===== config.mk =====
export PLATFORM = sky130hd
export DESIGN_NAME = dlsp_pll_config
export DESIGN_NICKNAME = d
export VERILOG_FILES = /design/src/dlsp_pll_config.v
export VERILOG_INCLUDE_DIRS = /design/src
export SDC_FILE = /design/constraint.sdc
export NUM_CORES = 1
export LEC_CHECK = 0
export BUFFER_PORTS_ARGS = -buffer_cell sky130_fd_sc_hd__buf_2
export CORE_ASPECT_RATIO = 0.6
export CORE_MARGIN = 3
export CORE_UTILIZATION = 55
export DETAILED_ROUTE_END_ITERATION = 10
export PLACE_DENSITY = 0.79
export SLEW_MARGIN = 20
export SYNTH_ARGS = -nofsm -noshare
export SYNTH_HDL_FRONTEND = slang
export SYNTH_SLANG_ARGS = --single-unit

===== constraint.sdc =====
create_clock -name clk_i -period 6.5 [get_ports clk_i]
set_input_delay 0.325 -clock clk_i [delete_from_list [all_inputs] [get_ports clk_i]]
set_output_delay 0.325 -clock clk_i [all_outputs]
set_load 0.05 [all_outputs]

===== src/dlsp_consts.vh =====
`ifndef DLSP_CONSTS_VH
`define DLSP_CONSTS_VH
`define DLSP_CFG_FB_ONE 28'h1680A07
`define DLSP_CFG_DEFAULT 28'h1680A0E
`define DLSP_W_NARROW 3'h4
`define DLSP_W_WIDE 3'h5
`define DLSP_WIDTH_NARROW 4'h8
`define DLSP_WIDTH_WIDE 4'hA
`define DLSP_FB_MIN 3'h1
`define DLSP_FB_MAX 3'h5
`define DLSP_FB_THREE 3'h3
`define DLSP_DIV_1 3'h1
`define DLSP_DIV_2 3'h2
`define DLSP_DIV_4 3'h4
`define DLSP_REF_1 2'h1
`define DLSP_REF_2 2'h2
`define DLSP_CLK_MHZ 50
`define DLSP_LOCK_NS 10000
`define DLSP_REF_TIMEOUT_NS 1000
`define DLSP_CNT_W 10
// lock time and reference timeout as clk cycles, at counter width
`define DLSP_LOCK_LIMIT 10'h1F4
`define DLSP_REF_LIMIT 10'h032
`define DLSP_CNT_ONE 10'h001
`define DLSP_DEN4_ONE 4'h1
`define DLSP_DEN6_ONE 6'h1
`endif


===== src/dlsp_pll_config.v =====
`timescale 1ns/10ps
`include "dlsp_consts.vh"
module dlsp_pll_config (
	input wire clk_i, // system clock
	input wire rst_i, // async reset, active high
	input wire pll_reference_input_i, // reference clock, sampled
	input wire internal_width_select_i, // 0: 8-bit, 1: 10-bit
	input wire lock_detector_enable_i, // lock detector enable
	input wire oversampling_enable_i, // oversampling mode
	input wire tx_buffer_bypass_i, // tx elastic buffer bypassed
	input wire [2:0] feedback_divider_select_i, // 1..5
	input wire [1:0] reference_divider_select_i, // 1 or 2
	input wire [2:0] rx_output_divider_lane0_i, // 1,2,4
	input wire [2:0] rx_output_divider_lane1_i, // 1,2,4
	input wire [2:0] tx_common_divider_i, // 1,2,4
	input wire [2:0] tx_output_divider_lane0_i, // 1,2,4
	input wire [2:0] tx_output_divider_lane1_i, // 1,2,4
	output reg pll_lock_flag_o, // pll settled
	output reg reference_clock_passthrough_o, // reference copy
	output reg [27:0] common_config_value_o, // required config value
	output reg [4:0] pll_mult_o, // pll / ref numerator
	output reg [1:0] pll_ref_div_o, // pll / ref denominator
	output reg [2:0] width_factor_o, // w, 4 or 5
	output reg [3:0] datapath_width_o, // 8 or 10 bits
	output reg [5:0] bit_rate_num_o, // 2 x pll numerator, all lanes
	output reg [3:0] rx_rate_den_lane0_o, // rx0 bit rate denominator
	output reg [3:0] rx_rate_den_lane1_o, // rx1 bit rate denominator
	output reg [5:0] tx_rate_den_lane0_o, // tx0 bit rate denominator
	output reg [5:0] tx_rate_den_lane1_o, // tx1 bit rate denominator
	output reg [2:0] parallel_div_o, // serial to parallel divide
	output reg config_error_o, // illegal setting present
	output reg settings_changed_o // one-cycle pulse on change
);

	function div_ok;
		input [2:0] sel;
		begin
			div_ok = (sel == `DLSP_DIV_1) || (sel == `DLSP_DIV_2) || (sel == `DLSP_DIV_4);
		end
	endfunction

	function [2:0] div_val;
		input [2:0] sel;
		begin
			div_val = div_ok(sel) ? sel : `DLSP_DIV_1;
		end
	endfunction

	reg ref_s_q;
	reg ref_prev_q;
	reg [`DLSP_CNT_W-1:0] lock_cnt_q;
	reg [`DLSP_CNT_W-1:0] lock_cnt_d;
	reg [`DLSP_CNT_W-1:0] ref_idle_q;
	reg [`DLSP_CNT_W-1:0] ref_idle_d;
	reg [25:0] cfg_prev_q;
	reg lock_d;

	wire ref_rise = ref_s_q & ~ref_prev_q;
	wire [2:0] fb = feedback_divider_select_i;
	wire [1:0] rdiv = reference_divider_select_i;
	wire [2:0] w_fac = (oversampling_enable_i || internal_width_select_i) ?
		`DLSP_W_WIDE : `DLSP_W_NARROW;
	wire [2:0] par_w = internal_width_select_i ? `DLSP_W_WIDE : `DLSP_W_NARROW;
	wire [25:0] cfg_now = {internal_width_select_i, oversampling_enable_i, tx_buffer_bypass_i,
		fb, rdiv, rx_output_divider_lane0_i, rx_output_divider_lane1_i,
		tx_common_divider_i, tx_output_divider_lane0_i, tx_output_divider_lane1_i, 3'h0};
	wire changed = (cfg_now != cfg_prev_q);

	reg fb_bad;
	reg ref_bad;
	reg div_bad;
	reg tx_bad;
	reg err_d;
	reg [4:0] mult_d;
	reg [5:0] num_d;
	reg [2:0] tx0_tot;
	reg [2:0] tx1_tot;
	reg [1:0] rdiv_v;

	always @* begin
		fb_bad = (fb < `DLSP_FB_MIN) || (fb > `DLSP_FB_MAX);
		if (!internal_width_select_i && ((fb == `DLSP_FB_THREE) || (fb == `DLSP_FB_MAX)))
			fb_bad = 1'b1;
		ref_bad = (rdiv != `DLSP_REF_1) && (rdiv != `DLSP_REF_2);
		div_bad = !div_ok(rx_output_divider_lane0_i) || !div_ok(rx_output_divider_lane1_i) ||
			!div_ok(tx_common_divider_i) || !div_ok(tx_output_divider_lane0_i) ||
			!div_ok(tx_output_divider_lane1_i);
		tx_bad = 1'b0;
		if (tx_common_divider_i != `DLSP_DIV_1 && (tx_output_divider_lane0_i != `DLSP_DIV_1 ||
			tx_output_divider_lane1_i != `DLSP_DIV_1))
			tx_bad = 1'b1;
		if (tx_buffer_bypass_i && (tx_output_divider_lane0_i != `DLSP_DIV_1 ||
			tx_output_divider_lane1_i != `DLSP_DIV_1))
			tx_bad = 1'b1;
		err_d = fb_bad | ref_bad | div_bad | tx_bad;
		rdiv_v = ref_bad ? `DLSP_REF_1 : rdiv;
		mult_d = fb_bad ? 5'h0 : ({2'h0, fb} * {2'h0, w_fac});
		num_d = {mult_d, 1'b0};
		tx0_tot = (tx_common_divider_i != `DLSP_DIV_1) ? div_val(tx_common_divider_i) :
			div_val(tx_output_divider_lane0_i);
		tx1_tot = (tx_common_divider_i != `DLSP_DIV_1) ? div_val(tx_common_divider_i) :
			div_val(tx_output_divider_lane1_i);
	end

	// lock: enabled, legal, stable settings and a live reference for the full lock time
	always @* begin
		ref_idle_d = ref_idle_q;
		if (ref_rise)
			ref_idle_d = {`DLSP_CNT_W{1'b0}};
		else if (ref_idle_q != `DLSP_REF_LIMIT)
			ref_idle_d = ref_idle_q + `DLSP_CNT_ONE;
	end

	always @* begin
		lock_cnt_d = lock_cnt_q;
		lock_d = 1'b0;
		if (!lock_detector_enable_i || err_d || changed ||
			ref_idle_q == `DLSP_REF_LIMIT) begin
			lock_cnt_d = {`DLSP_CNT_W{1'b0}};
		end else if (lock_cnt_q != `DLSP_LOCK_LIMIT) begin
			lock_cnt_d = lock_cnt_q + `DLSP_CNT_ONE;
		end else begin
			lock_d = 1'b1;
		end
	end

	// reference pin sample
	always @(posedge clk_i or posedge rst_i) begin
		if (rst_i) begin
			ref_s_q <= 1'b0;
		end else begin
			ref_s_q <= pll_reference_input_i;
		end
	end

	// previous reference sample for edge detect
	always @(posedge clk_i or posedge rst_i) begin
		if (rst_i) begin
			ref_prev_q <= 1'b0;
		end else begin
			ref_prev_q <= ref_s_q;
		end
	end

	// lock time counter
	always @(posedge clk_i or posedge rst_i) begin
		if (rst_i) begin
			lock_cnt_q <= {`DLSP_CNT_W{1'b0}};
		end else begin
			lock_cnt_q <= lock_cnt_d;
		end
	end

	// cycles since the last reference rise
	always @(posedge clk_i or posedge rst_i) begin
		if (rst_i) begin
			ref_idle_q <= {`DLSP_CNT_W{1'b0}};
		end else begin
			ref_idle_q <= ref_idle_d;
		end
	end

	// settings of the last cycle, for change detect
	always @(posedge clk_i or posedge rst_i) begin
		if (rst_i) begin
			cfg_prev_q <= 26'h0;
		end else begin
			cfg_prev_q <= cfg_now;
		end
	end

	// lock flag, low during any bad condition
	always @(posedge clk_i or posedge rst_i) begin
		if (rst_i) begin
			pll_lock_flag_o <= 1'b0;
		end else begin
			pll_lock_flag_o <= lock_d;
		end
	end

	// reference copy for fabric logic
	always @(posedge clk_i or posedge rst_i) begin
		if (rst_i) begin
			reference_clock_passthrough_o <= 1'b0;
		end else begin
			reference_clock_passthrough_o <= pll_reference_input_i;
		end
	end

	// required common configuration value
	always @(posedge clk_i or posedge rst_i) begin
		if (rst_i) begin
			common_config_value_o <= `DLSP_CFG_DEFAULT;
		end else begin
			common_config_value_o <= (fb == `DLSP_FB_MIN) ? `DLSP_CFG_FB_ONE : `DLSP_CFG_DEFAULT;
		end
	end

	// pll over reference multiplier
	always @(posedge clk_i or posedge rst_i) begin
		if (rst_i) begin
			pll_mult_o <= 5'h0;
		end else begin
			pll_mult_o <= mult_d;
		end
	end

	// reference divide, illegal taken as one
	always @(posedge clk_i or posedge rst_i) begin
		if (rst_i) begin
			pll_ref_div_o <= `DLSP_REF_1;
		end else begin
			pll_ref_div_o <= rdiv_v;
		end
	end

	// feedback width factor
	always @(posedge clk_i or posedge rst_i) begin
		if (rst_i) begin
			width_factor_o <= `DLSP_W_NARROW;
		end else begin
			width_factor_o <= w_fac;
		end
	end

	// internal parallel width of the tile
	always @(posedge clk_i or posedge rst_i) begin
		if (rst_i) begin
			datapath_width_o <= `DLSP_WIDTH_NARROW;
		end else begin
			datapath_width_o <= internal_width_select_i ? `DLSP_WIDTH_WIDE : `DLSP_WIDTH_NARROW;
		end
	end

	// bit rate numerator, both edges used
	always @(posedge clk_i or posedge rst_i) begin
		if (rst_i) begin
			bit_rate_num_o <= 6'h0;
		end else begin
			bit_rate_num_o <= num_d;
		end
	end

	// lane 0 receive denominator
	always @(posedge clk_i or posedge rst_i) begin
		if (rst_i) begin
			rx_rate_den_lane0_o <= `DLSP_DEN4_ONE;
		end else begin
			rx_rate_den_lane0_o <= {2'h0, rdiv_v} * {1'b0, div_val(rx_output_divider_lane0_i)};
		end
	end

	// lane 1 receive denominator
	always @(posedge clk_i or posedge rst_i) begin
		if (rst_i) begin
			rx_rate_den_lane1_o <= `DLSP_DEN4_ONE;
		end else begin
			rx_rate_den_lane1_o <= {2'h0, rdiv_v} * {1'b0, div_val(rx_output_divider_lane1_i)};
		end
	end

	// lane 0 transmit denominator
	always @(posedge clk_i or posedge rst_i) begin
		if (rst_i) begin
			tx_rate_den_lane0_o <= `DLSP_DEN6_ONE;
		end else begin
			tx_rate_den_lane0_o <= {4'h0, rdiv_v} * {3'h0, tx0_tot};
		end
	end

	// lane 1 transmit denominator
	always @(posedge clk_i or posedge rst_i) begin
		if (rst_i) begin
			tx_rate_den_lane1_o <= `DLSP_DEN6_ONE;
		end else begin
			tx_rate_den_lane1_o <= {4'h0, rdiv_v} * {3'h0, tx1_tot};
		end
	end

	// serial to parallel divide, oversampling ignored
	always @(posedge clk_i or posedge rst_i) begin
		if (rst_i) begin
			parallel_div_o <= `DLSP_W_NARROW;
		end else begin
			parallel_div_o <= par_w;
		end
	end

	// any illegal setting present
	always @(posedge clk_i or posedge rst_i) begin
		if (rst_i) begin
			config_error_o <= 1'b0;
		end else begin
			config_error_o <= err_d;
		end
	end

	// one-cycle pulse on a settings change
	always @(posedge clk_i or posedge rst_i) begin
		if (rst_i) begin
			settings_changed_o <= 1'b0;
		end else begin
			settings_changed_o <= changed;
		end
	end

endmodule


==> results.py, run 1 <==
metrics = {
    "status": {
        "status": "finished clean",
    },
    "cts": {
        "insertion_delay_ns": 0.34,
        "clk_pin_slew_worst_paths_ns": 0.06,
        "cts_hold_buf": 0,
        "htreeDepth": 3,
        "postCtsResizedCells": 0,
        "cts_tree": "done",
        "cts_setup_buffers": 0,
        "root_buffer": "clkbuf_16",
        "cts.sinks": 76,
        "ctsLongestPathBuffers": 2,
        "cts_buffers": 9,
    },
    "placed_design": {
        "place_inst": 491,
        "dpl_cell_area_mm2": 0.00408,
        "gp_congestion": 0.829,
        "place.port_buffers": 65,
        "place_ws_ns": 3.99,
        "hpwl_um": 5370,
    },
    "synth": {
        "yosys.cell_types.count": 45,
        "async_reset_ff_share_pct": 100,
        "synth_cells": 360,
        "ys_ff_latch": 76,
        "ys_warn_count": 0,
        "synth_area_mm2": 0.00392,
        "ys_seq_area_share_pct": 48.7,
        "syn_avg_cell_area_um2": 10.9,
        "synthFlopType": "dfrtp_1",
        "synth-edff-count": 0,
    },
    "worst_setup_path": {
        "r2r_cells": 5,
        "path_common_cell": "nand4_1",
        "worstPathMaxFanout": 11,
        "critPathRequiredTime_ns": 6.73,
        "start_kind": "flip-flop",
        "cp.arrival_ns": 2.74,
        "critical_path_class": "flip-flop to flip-flop",
        "slowest_stage": "nand4_1",
        "crit_chain": "xnor2_1 -> nand4_1 -> nor4_1 -> nand4_1 -> nor3_1",
        "cp_slowest_stage_delay_ns": 0.68,
        "end_kind": "flip-flop",
    },
    "sta": {
        "hold_slack_ns": 0.0954,
        "rsz0062_at_grt": "no",
        "fin_tns_setup_ns": 0,
        "period_share_pct": 38.5,
        "finalClockSkew_ns": 0.00760,
        "fin_ws_ns": 4.00,
        "slew_violations": 0,
        "setup_viol_count_final": 0,
        "fmax_mhz": 400,
        "worst_pin_slew_ns": 0.927,
        "finalCriticalPeriod_ns": 2.50,
        "relSlewSlack_pct": 38.2,
        "finalHoldViolCount": 0,
    },
    "routing": {
        "drt_iter0_drc": 170,
        "avgViaCountPerCell": 4.96,
        "post-route-drc-count": 0,
        "wire_per_inst_um": 14.4,
        "routed_wl_um": 7290,
        "first_pass_iters": 4,
        "antenna_left": 0,
        "vias": 2514,
    },
    "floorplan": {
        "core_mm2": 0.00679,
        "dieWidth_um": 115,
        "pin_count": 102,
        "rows": 23,
        "start_util_pct": 57.7,
        "dieArea_mm2": 0.00820,
        "die_h_um": 71.4,
    },
    "cells_and_area": {
        "postLayoutCellArea_mm2": 0.00439,
        "stdcell_count": 507,
        "final_cell_mix": "70 x dfrtp_1, 65 x buf_2, 38 x xnor2_1, 36 x conb_1, 35 x nor2_1",
        "layout-drive-gt1-share_pct": 24.0,
        "post-route-util_pct": 64.6,
        "antenna-diode-count": 0,
        "syn2layout_area_growth_pct": 11.9,
        "finalNetCount": 460,
        "final_common_cell": "dfrtp_1",
    },
    "grt": {
        "grt_pass1_wl_um": 12000,
        "globalRouteTotalUtil_pct": 18.9,
        "overflow": 0,
        "grt_pass1_vias": 2487,
        "grt_antenna_before_repair": 0,
        "grt_max_degree": 77,
    },
    "power": {
        "leakage_nw": 2.11,
        "p_sw_share_pct": 29.5,
        "clock_power_share_pct": 40.5,
        "p_int_mw": 0.873,
        "p_per_area_mw_per_mm2": 283,
        "combPwrFrac_pct": 17.5,
        "power_mw": 1.24,
        "power_switching_mw": 0.366,
        "seq_power_share_pct": 42.0,
        "ir_drop_mv": 0.211,
    },
    "run": {
        "cap_violations": 0,
    },
    "hold_path": {
        "hp-class": "primary input to flip-flop",
        "min_path_cells": 1,
    },
}
## worst max-delay path, delay by kind of cell, from the launching register on
| kind | cells | cell delay, ns |
|---|---|---|
| XOR/XNOR | 1 | 0.29 |
| AND/OR/NAND/NOR | 4 | 1.72 |
| flip-flops | 1 | 0.39 |
## cells in the mapped netlist (7+ instances only)
library cell   n  area, µm²
a21oi_1        7       35.0
and3_1        11       68.8
buf_4         45        338
dfrtp_1       70       1750
ha_1          14        175
inv_1         13       48.8
nand2_1        8       30.0
nand3_1       13       65.1
nand4_1        9       56.3
nor2_1        35        131
nor3_1         9       45.0
nor3_2         9       90.1
xnor2_1       38        333
xor2_1        14        123
## power groups by stage
stage                     sequential (mW)  clock, mW  combinational, mW
after floorplan                     0.567          0              0.152
after global placement              0.526          0              0.213
after detailed placement            0.528          0              0.217
after CTS                           0.520      0.511              0.218
after global routing                0.523      0.533              0.234
final                               0.520      0.502              0.217
## kinds of logic after synthesis
group | after synthesis | share of synthesized area [%]
other cells | 2 | 0.192
xor+xnor | 52 | 11.6
compound gates | 22 | 3.64
buf+inv | 70 | 11.7
mux | 1 | 0.287
simple gates | 119 | 17.3
fa+ha+maj | 18 | 6.52
flops | 76 | 48.7
## registers in the layout, indices dropped and copies added (netlist names)
register                       cells
cfg_prev_q                        23
lock_cnt_q                        10
ref_idle_q                        10
bit_rate_num_o                     5
tx_rate_den_lane0_o                5
tx_rate_den_lane1_o                5
rx_rate_den_lane0_o                4
rx_rate_den_lane1_o                4
common_config_value_o              2
pll_ref_div_o                      2
config_error_o                     1
pll_lock_flag_o                    1
ref_prev_q                         1
reference_clock_passthrough_o      1
settings_changed_o                 1
width_factor_o                     1
## worst paths after layout
kind,start,slack (ns),to
hold reg to reg,reference_clock_passthrough_o,0.40,ref_prev_q
setup reg to reg,cfg_prev_q[25],4.00,lock_cnt_q[8]
hold / removal,pll_reference_input_i,0.1,reference_clock_passthrough_o
min in group asynchronous,rst_i,0.25,rx_rate_den_lane1_o[2]
setup / recovery,cfg_prev_q[25],4.00,lock_cnt_q[8]
max in group asynchronous,rst_i,5.63,lock_cnt_q[1]
## area by class of cell
| type | instances | area [µm²] |
|---|---|---|
| Clock inverter | 4 | 47.5 |
| Fill cell | 549 | 2410 |
| Inverter | 14 | 52.6 |
| Sequential cell | 76 | 1910 |
| Clock buffer | 12 | 256 |
| Tap cell | 87 | 109 |
| Timing Repair Buffer | 66 | 333 |
| Multi-Input combinational cell | 248 | 1680 |
## routing by layer
metal | vias up | track usage, % | routed length [µm]
met4 | 0 | 5.47 | 73
li1 | 1228 | - | -
met1 | 1206 | 27.0 | 3500
met5 | - | 0 | 0
met3 | 6 | 6.75 | 505
met2 | 74 | 27.6 | 3200
Note: power is estimated with default switching activity, not from simulation.
==> run 2, diff against run 1 <==
- CORE_UTILIZATION: 55 -> 53
- PLACE_DENSITY: 0.79 -> 0.76
- clock period: 6.5 -> 2.6 ns (I/O delays scaled with it)
==> run 2 against run 1 <==
First-iteration DRC count rose by 14%. Via count up 5.4%. Wire length rose by 4.7%. Non-clock buffer count increased by 21. Design area up 4.3%. Largest cell class unchanged. Clock skew about the same.
==> results.py, run 2 (synthesis results as in run 1) <==
metrics = {
    "status": {
        "status": "finished clean",
    },
    "cts": {
        "clk_pin_slew_worst_paths_ns": 0.06,
        "htreeDepth": 3,
        "postCtsResizedCells": 0,
        "cts.sinks": 76,
        "ctsLongestPathBuffers": 2,
        "root_buffer": "clkbuf_16",
        "insertion_delay_ns": 0.33,
        "cts_tree": "done",
        "cts_buffers": 9,
    },
    "cells_and_area": {
        "finalNetCount": 481,
        "syn2layout_area_growth_pct": 16.7,
        "final_common_cell": "dfrtp_1",
        "largest_register": "cfg_prev_q",
        "layout-drive-gt1-share_pct": 23.1,
        "antenna-diode-count": 0,
        "reg_top3": "cfg_prev_q x23, lock_cnt_q x10, ref_idle_q x10",
        "fillers": 554,
        "largest_reg_flops": 23,
        "final_cell_mix": "70 x dfrtp_1, 65 x buf_2, 38 x xnor2_1, 36 x conb_1, 35 x nor2_1",
    },
    "worst_setup_path": {
        "end_kind": "flip-flop",
        "r2r_cells": 6,
        "critical_path_class": "primary input to flip-flop",
        "critPathRequiredTime_ns": 2.84,
        "worstPathMaxFanout": 12,
        "reg2reg_slack_ns": 0.72,
        "slowest_stage": "a2111o_1",
        "r2r_start": "cfg_prev_q[25]",
        "cp_slowest_stage_delay_ns": 0.66,
        "start_kind": "primary input",
        "crit_chain": "dlygate4sd3_1 -> buf_2 -> and4bb_1 -> a21boi_1 -> or3b_1 -> a2111o_1 -> nor3_2",
        "crit_family": "simple AND/OR/NAND/NOR gates",
        "cp-startpoint": "tx_output_divider_lane1_i[2]",
        "critPathBufInv": 2,
        "cp.arrival_ns": 2.51,
        "r2r_end": "lock_cnt_q[8]",
    },
    "sta": {
        "rsz0062_at_grt": "no",
        "finalHoldViolCount": 0,
        "fin_ws_ns": 0.334,
        "fmax_mhz": 441,
        "finalCriticalPeriod_ns": 2.27,
        "fin_tns_setup_ns": 0,
        "worst_pin_slew_ns": 0.793,
        "slew_violations": 0,
        "finalClockSkew_ns": 0.00759,
        "period_share_pct": 87.1,
        "setup_viol_count_final": 0,
        "relSlewSlack_pct": 46.3,
    },
    "placed_design": {
        "gp_congestion": 0.808,
        "place_ws_ns": 0.565,
        "hpwl_um": 5460,
        "place.port_buffers": 65,
    },
    "grt": {
        "grt_max_degree": 46,
        "grt_antenna_before_repair": 1,
        "grt_pass1_wl_um": 12800,
        "overflow": 0,
        "grt_pass1_vias": 2613,
        "globalRouteTotalUtil_pct": 19.8,
    },
    "routing": {
        "antenna_left": 0,
        "post-route-drc-count": 0,
        "routed_wl_um": 7630,
        "first_pass_iters": 4,
        "wire_per_inst_um": 14.5,
        "avgViaCountPerCell": 5.02,
        "vias": 2649,
        "drt_iter0_drc": 193,
    },
    "floorplan": {
        "dieArea_mm2": 0.00849,
        "rows": 23,
        "start_util_pct": 56.7,
        "core_mm2": 0.00691,
        "pin_count": 102,
        "die_h_um": 72.6,
        "dieWidth_um": 117,
    },
    "hold_path": {
        "hold-path-endpoint": "cfg_prev_q[16]",
        "hp-class": "primary input to flip-flop",
        "hp-start": "rx_output_divider_lane0_i[1]",
        "min_path_cells": 1,
    },
    "power": {
        "leakage_nw": 2.17,
        "ir_drop_mv": 0.380,
        "p_per_area_mw_per_mm2": 653,
        "power_mw": 2.99,
    },
    "run": {
        "cap_violations": 0,
    },
}
## run 2: cell count changes in the layout (fill, tap and decap cells not counted), sizes merged
cell	before	now
bufinv	1	0
clkinvlp	1	3
buf	66	67
clkinv	2	3
clkbuf	12	10
dlygate4sd3	0	20
## run 2: layout make-up
type	count	area, µm²	share of cell area [%]
flip-flops and latches	76	1910	41.8
well taps	87	109	2.38
clock inverters	6	41.3	0.903
repair buffers	87	553	12.1
multi-input cells	248	1680	36.7
clock buffers	10	229	5.01
inverters	14	52.6	1.15
## run 2: how the worst max path moves through the flow
stage                        end  cells past startpoint  slack, ns
2_1_floorplan  bit_rate_num_o[1]                      1       0.54
3_3_place_gp       lock_cnt_q[7]                      6       0.62
3_5_place_dp       lock_cnt_q[8]                      6       0.57
4_1_cts            lock_cnt_q[8]                      7       0.37
5_1_grt            lock_cnt_q[8]                      7       0.16
6_report           lock_cnt_q[9]                      7       0.33
## run 2: per-layer routing
layer	up-vias	GRT usage (%)	routed length, µm
li1	1268	-	-
met1	1279	27.5	3540
met2	86	29.0	3400
met3	14	6.46	574
met4	2	7.25	105
met5	-	0	9
## run 2: worst reg2reg max path, delay by kind of cell (launching register included)
kind | cells | cell delay, ns
xor gates and xnor gates | 1 | 0.26
DFF | 1 | 0.40
buffers and inverters | 1 | 0.22
and+or+nand+nor | 4 | 0.92
## run 2: power breakdown
group          switching, mW  internal, mW  leakage, nW
Sequential            0.0425          1.26        0.950
Combinational          0.414         0.154         1.10
Clock                  0.476         0.643        0.124
## run 2: what timing repair did
action                                 CTS  global route
buffers inserted                         0             0
endpoints found under the hold margin   45             0
hold buffers                            20             0
## run 2: stage by stage
stage | utilization, % | hold WS [ns] | cells | instance area, µm²
global route | 66.2 | 0.0241 | 528 | 4570
CTS | 66.2 | 0.0156 | 528 | 4570
global placement | 59.4 | 0.243 | 492 | 4100
floorplan | - | 0.161 | 394 | 4050
detailed placement | 59.4 | 0.249 | 492 | 4100
finish | 66.2 | 0.0293 | 528 | 4570
==> run 3, diff against run 2 <==
- CTS_BUF_LIST: unset -> sky130_fd_sc_hd__clkbuf_4 sky130_fd_sc_hd__clkbuf_8 sky130_fd_sc_hd__clkbuf_16
- PLACE_DENSITY: 0.76 -> 0.78
==> run 3 against run 2 <==
Global-route usage is 0.29 points lower. Non-clock buffer count stayed put. Count of clock-buffer cells in the layout is 1 higher. Cell count stayed put. First-iteration DRC count is 17% lower. Clock skew is 0.0019 ns lower. Critical path type unchanged. Largest power group unchanged. Highest routed layer unchanged.
==> results.py, run 3 (synthesis results as in run 1) <==
metrics = {
    "routing": {
        "first_pass_iters": 4,
        "wire_per_inst_um": 14.1,
        "avgViaCountPerCell": 4.88,
        "drt_iter0_drc": 160,
        "post-route-drc-count": 0,
        "antenna_left": 0,
        "vias": 2574,
        "routed_wl_um": 7460,
    },
    "cells_and_area": {
        "largest_register": "cfg_prev_q",
        "antenna-diode-count": 0,
        "layout-drive-gt1-share_pct": 23.4,
        "reg_top3": "cfg_prev_q x23, lock_cnt_q x10, ref_idle_q x10",
        "largest_reg_flops": 23,
        "post-route-util_pct": 66.5,
        "final_cell_mix": "70 x dfrtp_1, 65 x buf_2, 38 x xnor2_1, 36 x conb_1, 35 x nor2_1",
        "syn2layout_area_growth_pct": 17.3,
        "finalNetCount": 481,
        "final_common_cell": "dfrtp_1",
    },
    "sta": {
        "finalCriticalPeriod_ns": 2.25,
        "fmax_mhz": 444,
        "worst_pin_slew_ns": 0.748,
        "setup_viol_count_final": 0,
        "period_share_pct": 86.7,
        "relSlewSlack_pct": 49.3,
        "slew_violations": 0,
        "fin_tns_setup_ns": 0,
        "finalHoldViolCount": 0,
        "finalClockSkew_ns": 0.00572,
        "rsz0062_at_grt": "no",
    },
    "hold_path": {
        "hp-class": "primary input to flip-flop",
    },
    "floorplan": {
        "die_h_um": 72.6,
        "pin_count": 102,
        "core_mm2": 0.00691,
        "rows": 23,
        "dieArea_mm2": 0.00849,
        "start_util_pct": 56.7,
        "dieWidth_um": 117,
    },
    "cts": {
        "insertion_delay_ns": 0.33,
        "ctsLongestPathBuffers": 2,
        "cts_buffers": 9,
        "cts_tree": "done",
        "htreeDepth": 3,
        "cts.sinks": 76,
        "clk_pin_slew_worst_paths_ns": 0.06,
        "root_buffer": "clkbuf_16",
    },
    "worst_setup_path": {
        "critPathRequiredTime_ns": 2.84,
        "r2r_cells": 6,
        "start_kind": "primary input",
        "cp_slowest_stage_delay_ns": 0.66,
        "critical_path_class": "primary input to flip-flop",
        "critPathCapture": "lock_cnt_q[8]",
        "r2r_start": "cfg_prev_q[25]",
        "end_kind": "flip-flop",
        "cp.arrival_ns": 2.50,
        "slowest_stage": "a2111o_1",
        "cp-startpoint": "tx_output_divider_lane1_i[2]",
        "crit_chain": "dlygate4sd3_1 -> buf_2 -> and4bb_1 -> a21boi_1 -> or3b_1 -> a2111o_1 -> nor3_1",
        "worstPathMaxFanout": 12,
        "reg2reg_slack_ns": 0.66,
        "r2r_end": "lock_cnt_q[8]",
    },
    "power": {
        "ir_drop_mv": 0.642,
        "leakage_nw": 2.20,
        "p_per_area_mw_per_mm2": 672,
    },
    "placed_design": {
        "place.port_buffers": 65,
        "gp_congestion": 0.808,
        "hpwl_um": 5330,
    },
    "grt": {
        "grt_antenna_before_repair": 1,
        "grt_pass1_vias": 2548,
        "overflow": 0,
        "grt_pass1_wl_um": 12500,
        "grt_max_degree": 49,
        "globalRouteTotalUtil_pct": 19.5,
    },
    "run": {
        "cap_violations": 0,
    },
    "status": {
        "status": "finished clean",
    },
}
## run 3: cell count changes in the layout (fill, tap and decap cells not counted), sizes merged
cell | previous run | this run
bufinv | 0 | 1
clkbuf | 10 | 11
clkinvlp | 3 | 1
## run 3: worst min path at each step
stage	start	end	slack [ns]	cells after the start
floorplan	tx_common_divider_i[1]	cfg_prev_q[10]	0.16	0
global placement	rst_i	ref_idle_q[7]	0.22	2
detailed placement	rst_i	ref_prev_q	0.24	2
CTS	tx_common_divider_i[0]	cfg_prev_q[9]	0.003	1
global route	rx_output_divider_lane0_i[1]	cfg_prev_q[16]	0.02	1
finish	rx_output_divider_lane0_i[1]	cfg_prev_q[16]	0.03	1
## run 3: what timing repair did
action / 4_1_cts / 5_1_grt
gates resized for setup: 0 / 0
endpoints found under the hold margin: 41 / 1
setup buffers: 0 / 0
hold buffers: 19 / 1
## run 3: per-stage QoR
step	power [mW]	hold slack, ns	instances	setup WS (ns)	area (µm²)
2_1_floorplan	1.80	0.161	394	0.542	4050
3_3_place_gp	1.85	0.225	492	0.615	4100
3_5_place_dp	1.86	0.237	492	0.540	4100
4_1_cts	3.12	0.00331	527	0.352	4580
5_1_grt	3.23	0.0237	528	0.236	4590
6_report	3.09	0.0322	528	0.346	4590
## run 3: where the power goes
group	internal (mW)	switching, mW
combinational	0.154	0.415
clock	0.759	0.462
sequential	1.26	0.0416
## run 3: layout make-up
type,instances,area (µm²)
repair buffers,87,553
clock buffers,11,240
inverters,14,52.6
well taps,87,109
fillers,528,2310
flip-flops and latches,76,1910
multi-input cells,248,1680
clock inverters,5,52.6
## run 3: worst max-delay path, delay by kind of cell
family	cells	cell delay, ns
AOI/OAI and AO/OA	2	0.74
and+or+nand+nor	3	0.92
buffers and inverters	2	0.71
## run 3: layer usage
layer	up-vias	global-route usage, %	routed length [µm]
li1	1276	-	-
met1	1204	27.5	3660
met2	80	28.2	3150
met3	12	6.63	536
met4	2	6.87	106
met5	-	0	7
